`src/verilog/mpec_pkg.sv`:
```
package mpec_pkg;

    // register offsets from the io window base
    localparam logic [2:0] PortAPinLevelOff    = 3'h2;
    localparam logic [2:0] PortBPinLevelOff    = 3'h3;
    localparam logic [2:0] PortADirectionOff   = 3'h4;
    localparam logic [2:0] PortBDirectionOff   = 3'h5;
    localparam logic [2:0] PortAOutputLatchOff = 3'h6;
    localparam logic [2:0] PortBOutputLatchOff = 3'h7;
    localparam logic [7:0] DirectionReset      = 8'h00;
    localparam logic [7:0] OutputLatchReset    = 8'h00;

    // controller's own avalon registers (byte addresses)
    localparam logic [3:0] CmdAddrOff    = 4'h0;
    localparam logic [3:0] CmdDataOff    = 4'h4;
    localparam logic [3:0] StatusOff     = 4'h8;
    localparam logic [3:0] ReadDataOff   = 4'hc;
    localparam int         CmdGoBit      = 8;
    localparam int         CmdWriteBit   = 9;
    localparam int         CmdResetBit   = 10;
    localparam int         CmdPowerBit   = 11;

    // strobe timing
    localparam int ClockMhz           = 40;
    localparam int ResetHoldNs        = 500;
    localparam int ResetRecoverNs     = 500;
    localparam int StrobeLowNs        = 100;
    localparam int SetupNs            = 50;
    localparam int ResetHoldCycles    = (ResetHoldNs * ClockMhz + 999) / 1000;
    localparam int ResetRecoverCycles = (ResetRecoverNs * ClockMhz + 999)
                                        / 1000;
    localparam int StrobeLowCycles    = (StrobeLowNs * ClockMhz + 999) / 1000;
    localparam int SetupCycles        = (SetupNs * ClockMhz + 999) / 1000;
    localparam int CountWidth         = 8;

    typedef enum logic [2:0] {
        MPEC_IDLE    = 3'b000,
        MPEC_RESET   = 3'b001,
        MPEC_RECOVER = 3'b010,
        MPEC_SETUP   = 3'b011,
        MPEC_STROBE  = 3'b100,
        MPEC_HOLD    = 3'b101
    } mpec_state_type;

    // host-side bus pins toward the device
    typedef struct packed {
        logic [7:0] address;
        logic       ioWindowSelect;
        logic       dataStrobeN;
        logic       readNotWrite;
        logic       deviceResetN;
        logic       powerDownOrAddr19;
        logic [7:0] dataOut;
        logic       dataOe;
    } mpec_bus_type;

endpackage : mpec_pkg

```
`src/verilog/mpec_host_ctrl.sv`:
```
`timescale 1ns/10ps
// Notes on behaviour
// - strobe reads when direction high, else writes
// - reset asynchronous, held at least 100 ns
// - low-voltage: 500 ns low, 500 ns recovery
// - system applies explicit reset after power-up
module mpec_host_ctrl (
    input  wire logic                  sys_clk,
    input  wire logic                  reset,
    input  wire logic [3:0]            avsAddress,
    input  wire logic                  avsRead,
    input  wire logic                  avsWrite,
    input  wire logic [31:0]           avsWriteData,
    output logic      [31:0]           avsReadData,
    output logic                       avsWaitRequest,
    output mpec_pkg::mpec_bus_type     busOut,
    input  wire logic [7:0]            busDataIn
);

    mpec_pkg::mpec_state_type state_q, state_d;
    logic [mpec_pkg::CountWidth-1:0] count_q, count_d;
    logic [2:0] offset_q, offset_d;
    logic [7:0] wdata_q, wdata_d;
    logic [7:0] rdata_q, rdata_d;
    logic       isWrite_q, isWrite_d;
    logic       powerDown_q, powerDown_d;
    logic       busy_q, busy_d;
    logic       ready_q, ready_d;
    logic       error_q, error_d;
    logic [31:0] avsReadData_d;
    logic        regAccess;

    // avalon slave answers after one wait cycle, register data stable
    assign regAccess      = avsRead | avsWrite;
    assign avsWaitRequest = regAccess & ~ready_q;

    always_comb begin
        state_d     = state_q;
        count_d     = count_q;
        offset_d    = offset_q;
        wdata_d     = wdata_q;
        rdata_d     = rdata_q;
        isWrite_d   = isWrite_q;
        powerDown_d = powerDown_q;
        busy_d      = busy_q;
        error_d     = error_q;
        ready_d     = regAccess & ~ready_q;
        avsReadData_d = 32'h0;
        if (avsRead) begin
            if (avsAddress == mpec_pkg::CmdAddrOff) begin
                avsReadData_d = {29'h0, offset_q};
                avsReadData_d[mpec_pkg::CmdPowerBit] = powerDown_q;
            end else if (avsAddress == mpec_pkg::CmdDataOff) begin
                avsReadData_d = {24'h0, wdata_q};
            end else if (avsAddress == mpec_pkg::StatusOff) begin
                avsReadData_d = {29'h0, error_q, state_q == mpec_pkg::MPEC_IDLE,
                                 busy_q};
            end else if (avsAddress == mpec_pkg::ReadDataOff) begin
                avsReadData_d = {24'h0, rdata_q};
            end else begin
                avsReadData_d = 32'h0;
            end
        end
        // a write lands only at the edge that shows waitrequest low
        if (avsWrite && ready_q) begin
            if (avsAddress == mpec_pkg::CmdDataOff) begin
                wdata_d = avsWriteData[7:0];
            end else if (avsAddress == mpec_pkg::CmdAddrOff) begin
                offset_d    = avsWriteData[2:0];
                powerDown_d = avsWriteData[mpec_pkg::CmdPowerBit];
                if (avsWriteData[mpec_pkg::CmdResetBit] && !busy_q) begin
                    busy_d  = 1'b1;
                    error_d = 1'b0;
                    count_d = '0;
                    state_d = mpec_pkg::MPEC_RESET;
                end else if (avsWriteData[mpec_pkg::CmdGoBit] && !busy_q) begin
                    isWrite_d = avsWriteData[mpec_pkg::CmdWriteBit];
                    // pin-level registers refuse writes
                    if (avsWriteData[mpec_pkg::CmdWriteBit] &&
                        (avsWriteData[2:0] == mpec_pkg::PortAPinLevelOff ||
                         avsWriteData[2:0] == mpec_pkg::PortBPinLevelOff))
                    begin
                        error_d = 1'b1;
                    end else begin
                        busy_d  = 1'b1;
                        error_d = 1'b0;
                        count_d = '0;
                        state_d = mpec_pkg::MPEC_SETUP;
                    end
                end
            end
        end
        case (state_q)
            mpec_pkg::MPEC_IDLE: begin
            end
            mpec_pkg::MPEC_RESET: begin
                count_d = count_q + 1'b1;
                // 500 ns covers both the 100 ns and low-voltage minimums
                if (count_q == mpec_pkg::CountWidth'(
                        mpec_pkg::ResetHoldCycles - 1)) begin
                    count_d = '0;
                    state_d = mpec_pkg::MPEC_RECOVER;
                end
            end
            mpec_pkg::MPEC_RECOVER: begin
                count_d = count_q + 1'b1;
                if (count_q == mpec_pkg::CountWidth'(
                        mpec_pkg::ResetRecoverCycles - 1)) begin
                    busy_d  = 1'b0;
                    state_d = mpec_pkg::MPEC_IDLE;
                end
            end
            mpec_pkg::MPEC_SETUP: begin
                count_d = count_q + 1'b1;
                if (count_q == mpec_pkg::CountWidth'(
                        mpec_pkg::SetupCycles - 1)) begin
                    count_d = '0;
                    state_d = mpec_pkg::MPEC_STROBE;
                end
            end
            mpec_pkg::MPEC_STROBE: begin
                count_d = count_q + 1'b1;
                if (count_q == mpec_pkg::CountWidth'(
                        mpec_pkg::StrobeLowCycles - 1)) begin
                    // read data sampled just before the strobe rises
                    if (!isWrite_q) begin
                        rdata_d = busDataIn;
                    end
                    count_d = '0;
                    state_d = mpec_pkg::MPEC_HOLD;
                end
            end
            mpec_pkg::MPEC_HOLD: begin
                count_d = count_q + 1'b1;
                if (count_q == mpec_pkg::CountWidth'(
                        mpec_pkg::SetupCycles - 1)) begin
                    busy_d  = 1'b0;
                    state_d = mpec_pkg::MPEC_IDLE;
                end
            end
            default: begin
                state_d = mpec_pkg::MPEC_IDLE;
            end
        endcase
    end

    always_ff @(posedge sys_clk) begin
        if (reset) begin
            state_q     <= mpec_pkg::MPEC_IDLE;
            count_q     <= '0;
            offset_q    <= 3'h0;
            wdata_q     <= 8'h00;
            rdata_q     <= 8'h00;
            isWrite_q   <= 1'b0;
            powerDown_q <= 1'b0;
            busy_q      <= 1'b0;
            ready_q     <= 1'b0;
            error_q     <= 1'b0;
            avsReadData <= 32'h0;
        end else begin
            state_q     <= state_d;
            count_q     <= count_d;
            offset_q    <= offset_d;
            wdata_q     <= wdata_d;
            rdata_q     <= rdata_d;
            isWrite_q   <= isWrite_d;
            powerDown_q <= powerDown_d;
            busy_q      <= busy_d;
            ready_q     <= ready_d;
            error_q     <= error_d;
            avsReadData <= avsReadData_d;
        end
    end

    // bus pins: direction stands through setup, strobe, hold; address is offset_q, which a CmdAddrOff write changes even while busy
    always_comb begin
        busOut.address           = {5'h0, offset_q};
        busOut.ioWindowSelect    = (state_q == mpec_pkg::MPEC_SETUP) ||
                                   (state_q == mpec_pkg::MPEC_STROBE) ||
                                   (state_q == mpec_pkg::MPEC_HOLD);
        busOut.readNotWrite      = ~isWrite_q;
        busOut.dataStrobeN       = ~(state_q == mpec_pkg::MPEC_STROBE);
        busOut.deviceResetN      = ~(state_q == mpec_pkg::MPEC_RESET);
        busOut.powerDownOrAddr19 = powerDown_q;
        busOut.dataOut           = wdata_q;
        // data held past the strobe's rising edge into hold
        busOut.dataOe            = isWrite_q &&
                                   ((state_q == mpec_pkg::MPEC_STROBE) ||
                                    (state_q == mpec_pkg::MPEC_HOLD));
    end

endmodule : mpec_host_ctrl

```
`config.mk`:
```
export PLATFORM = sky130hd
export DESIGN_NAME = mpec_host_ctrl
export DESIGN_NICKNAME = d
export VERILOG_FILES = /design/src/verilog/mpec_pkg.sv /design/src/verilog/mpec_host_ctrl.sv
export SDC_FILE = /design/constraint.sdc
export NUM_CORES = 1
export LEC_CHECK = 0
export BUFFER_PORTS_ARGS = -buffer_cell sky130_fd_sc_hd__buf_2
export CORE_AREA = 2 2 75 77
export DETAILED_ROUTE_END_ITERATION = 7
export DIE_AREA = 0 0 77 79
export GPL_ROUTABILITY_DRIVEN = 0
export MAX_ROUTING_LAYER = met4
export PLACE_DENSITY = 0.75
export SLEW_MARGIN = 20
export SYNTH_ARGS = -nofsm -noshare
export SYNTH_HDL_FRONTEND = slang
export SYNTH_SLANG_ARGS = --single-unit
```
`constraint.sdc`:
```
create_clock -name sys_clk -period 5.1 [get_ports sys_clk]
set_input_delay 0.255 -clock sys_clk [delete_from_list [all_inputs] [get_ports sys_clk]]
set_output_delay 0.255 -clock sys_clk [all_outputs]
set_load 0.01 [all_outputs]
```
After elaboration in Yosys (flattened, before gate mapping)
Cells that the tools add are included.
{ "op_classes": {"n_bitwise": 9, "addsub": 1, "multipliers": 0, "n_shift": 0, "div": 0, "eq_ne": 15, "n_mux": 38, "reduce_logical": 26, "order_cmp": 0} }
{ "op_table": {"columns": ["cell", "count"], "rows": [
  ["$mux W8", 12],
  ["$mux W3", 11],
  ["$pmux W8 S4", 1],
  ["$pmux W3 S6", 1],
  ["$eq A3 B2 Y1 const B", 4],
  ["$mux W12", 1],
  ["$mux W1", 11],
  ["$reduce_and A5 Y1", 2],
  ["$reduce_bool A5 Y1", 2],
  ["$add A8 B1 Y8 const B", 1],
  ["$eq A4 B4 Y1 const B", 2],
  ["$eq A8 B1 Y1 const B", 1],
  ["$eq A8 B2 Y1 const B", 1],
  ["$eq A8 B5 Y1 const B", 1],
  ["$not A1 Y1", 7],
  ["$eq A3 B3 Y1 const B", 2],
  ["$ne A6 B3 Y1 const B", 1],
  ["$reduce_and A3 Y1", 2],
  ["$reduce_bool A6 Y1", 1],
  ["$logic_and A1 B1 Y1", 5],
  ["$ne A5 B2 Y1 const B", 1],
  ["$reduce_or A5 Y1", 1],
  ["$eq A4 B3 Y1 const B", 1],
  ["$logic_not A4 Y1", 1],
  ["other kinds (12)", 16]
]} }
{ "totals": {"ram_bits": 0, "latch_bits": 0, "register_bits": 67, "input_bits": 48, "mem_count": 0, "output_inout_bits": 55, "romBits": 0} }

Logic depth before layout (Yosys ltp)
{ "logic_depth": {"depth_word": 11, "ltp_mapped": 7} }

Worst setup path after synthesis
Ideal clock, no wire load.
{ "synth_timing": {"kind": "reg2reg", "startpoint": "reg count_q[3] in the netlist's numbering", "endpoint": "reg count_q[5] in the netlist's numbering", "setup_ns": 0.117, "path_buffers": 0, "arrival_time_ns": 1.766, "period_less_slack_ns": 1.882, "setup_slack_ns": 3.218, "path_stages_with_launch": 6, "cell_sequence": "dfxtp_1 > nor4_4 > nand4_1 > a221o_1 > a22o_1 > a22o_1"} }
{ "synth_via": {"elab_chain_len": 3} }
{ "synth_rtl": {"columns": ["item", "line", "rtl"], "rows": [
  ["from (decl)", "mpec_host_ctrl.sv:21", "logic [mpec_pkg::CountWidth-1:0] count_q, count_d;"],
  ["from (signal assigned)", "mpec_host_ctrl.sv:162", "count_q <= count_d;"],
  ["$add A8 B1 Y8, or another cell as far along", null, null],
  ["$mux W8 (on tied branches)", "mpec_host_ctrl.sv:123, mpec_host_ctrl.sv:99, mpec_host_ctrl.sv:115", null],
  ["$pmux W8 S4 *", "mpec_host_ctrl.sv:93", "case (state_q)"]
]} }
Mark *: on every way between the ends. The rest lies on a longest branch, timed or not.
A chain may end at the register's enable or synchronous reset.

Worst setup path in the final report
Ends and elaborated chain as after synthesis.

==> results.md <==
- Yosys warns: 0
- 1st-pass router iterations: 4
- GR Util met3: 0.04318
- IO Pins: a little over 100
- Via count: 1,894
- H-tree Lvls: 2
- Global route hottest layer: met2
- Clock skew: 0.007657 ns
- Largest net degree at the start of global routing: 34
- Register area share after synthesis: 0.3870
- Antenna cells: 0
- DR WL/cell: 12.49 µm
- #FFs+latches synth: 44
- Critical-path cell list: nor4_4, nand4_1, a221o_1, a22o_1, a22o_1
- Vias in the first global route: 1,736
- Worst hold path type: in -> reg
- M2 GR Usage: 0.2728
- Beginning of the worst hold path: busDataIn[1]
- Max-cap violation count: 0
- Tcrit/Tclk final: 0.4175
- Setup TNS: 0 ns
- Fin cells: 383
- Residual DRC count: 0
- Die Y: 79 µm
- Quantity of gates resized following cts: 0
- Detailed Route WL: 4.782 mm
- Crit path launch type: flip-flop
- Post-DP HPWL: about 3.6 mm
- Starting DRT DRC Count: 58
- Core Rows: 27
- Synth unique cells: 43
- Fmax: ~470 MHz
- GRT met1 Usage: 0.2045
- CP top delay family: compound AO/OA/AOI/OAI gates
- Die ar.: approximately 6100 µm²
- Static leakage: ~1.2 nW
- Fraction of layout cells with a size suffix above 1: 0.2186
- Area leader, netlist: dfxtp_1
- Buf/Inv on CP: 0
- Antenna-violating nets left: 0
- Post-CTS Setup Bufs: 0
- CTS max path bufs: 2
- Root Driver: clkbuf_8
- Core Area: between 5000 and 6000 µm²
- Critical Path RT: 5.29 ns
- Most common cell after layout, fill and taps aside: buf_2
- CTS sink cnt: 44
- Max rail drop VDD: 0.1356 mV
- Top post-synthesis cells by area: dfxtp_1, mux2i_1, buf_4, nor2_1, nand2_1
- Post-synth EDFFs: 0
- Placed insts: between 300 and 400
- CTS tree: done
- Initial Util: 0.4264
- Final core occ: 0.4911
- Post-synthesis instance area: between 2000 and 2500 µm²
- Fin crit period: 2.129 ns
- Final Hold Vio Count: 0
- RR Startpoint: count_q[3]
- Status: complete, no violations
- Synth top area share: 0.3870
- Fin nets: 361
- Share of flip-flops with an asynchronous set or reset: 0
- Die X: 77 µm
- Port bufs: 54
- Hold_buf cts: 0
- Clock transition at path regs: 0.08 ns
- Routed vias/inst: 4.945
- Total grt overflow: 0
- Clock latency on the worst-skew pair: 0.29 ns
- Global-route wire length before repair: around 8 mm
- TritonCTS Buffers: 5
- Crit-path most repeated cell: a22o_1
- PwrDens: ~270 nW/µm²
- Area delta synth->final: 15.17%
- Critical path class: reg -> reg
- Most frequent cells in the layout: buf_2, dfxtp_1, nor2_1
- CP arrival: 2.31 ns
- RSZ-0062 raised after global routing: no
- Crit path max fanout: 8
- Worst slew margin: 0.3958
- Ys flop type: dfxtp_1
- Initial antenna violation count: 0
- Syn Area/Cell: 8.754 µm²
- CP peak stage delay: 0.48 ns
- Setup violators final: 0
- Slowest stage cell on the critical path: nor4_4
- Pins Over Slew Limit: 0
- Syn Inst Count: 260
- GRT Total Usage: 0.1650
- CP Capture Type: flip-flop
- Slew @ Worst Pin: around 0.9 ns
- Worst setup startpoint: count_q[3]
==> area by class of cell <==
class                      count  area, µm²
sequential                    44      880.8
inverter                       6      22.52
timing repair buffer          55      277.8
multi-input combinational    199       1221
tap                           72      90.09
clock inverter                 2      60.06
fill                         531       2716
clock buffer                   5      68.82
==> worst reg2reg max path: cells and delay by family, from the launching register on <==
kind             cells  cell delay (ns)
AO/OA/AOI/OAI        3             0.89
flip-flops           1             0.37
AND/OR/NAND/NOR      2             0.78
==> flip-flops by register name, indices dropped and copies added, names as in the netlist <==
signal and flops:
powerDown_q 1, offset_q 3, count_q 8, wdata_q 8, isWrite_q 1, ready_q 1, avsReadData 9, rdata_q 8
state_q 3, busy_q 1, error_q 1
==> routing by layer <==
layer	vias up	wire length, µm
met3	5	260
met5	-	0
li1	961	-
met2	69	2204
met4	0	40
met1	859	2277
==> power by group <==
group	leakage, nW	internal (mW)	total (mW)	switching, mW
combinational	0.750	0.0164	0.0470	0.0307
clock	0.0642	0.193	0.306	0.113
sequential	0.355	0.345	0.346	0.00142
==> synthesized netlist by cell type, drive strengths merged (4+ instances only) <==
| cell | number |
|---|---|
| dfxtp | 44 |
| nor2 | 39 |
| buf | 30 |
| mux2i | 26 |
| nand2 | 15 |
| o21ai | 11 |
| a21oi | 8 |
| clkbuf | 8 |
| nor2b | 7 |
| a22o | 6 |
| and3 | 6 |
| inv | 6 |
| o22ai | 6 |
| a2bb2oi | 4 |
| nand3 | 4 |
| nor3 | 4 |
==> metrics by stage <==
step | cell area (µm²) | setup WS, ns | total power, mW | hold slack (ns)
finish | 2621 | 2.971 | 0.6993 | 0.1939
global route | 2621 | 2.818 | 0.7285 | 0.1831
CTS | 2621 | 2.978 | 0.7075 | 0.1849
detailed placement | 2492 | 2.814 | 0.4009 | 0.4707
global placement | 2492 | 2.836 | 0.4005 | 0.4649
floorplan | 2377 | 3.218 | 0.3989 | 0.3989
==> cells by family after synthesis <==
group,count (synthesis),share of synthesized area
other cells,1,0.001648
flops,44,0.3870
mux,27,0.1193
compound gates,48,0.1457
fa+ha+maj,2,0.01099
buf+inv,44,0.1209
simple gates,94,0.2144
==> final timing paths <==
path / cells past startpoint / end / slack [ns]
max reg2reg: 5 / count_q[5] / 2.97
max: 5 / count_q[5] / 2.97
min: 3 / rdata_q[1] / 0.19
min reg2reg: 1 / ready_q / 0.49
Note: power is estimated with default switching activity, not from simulation.
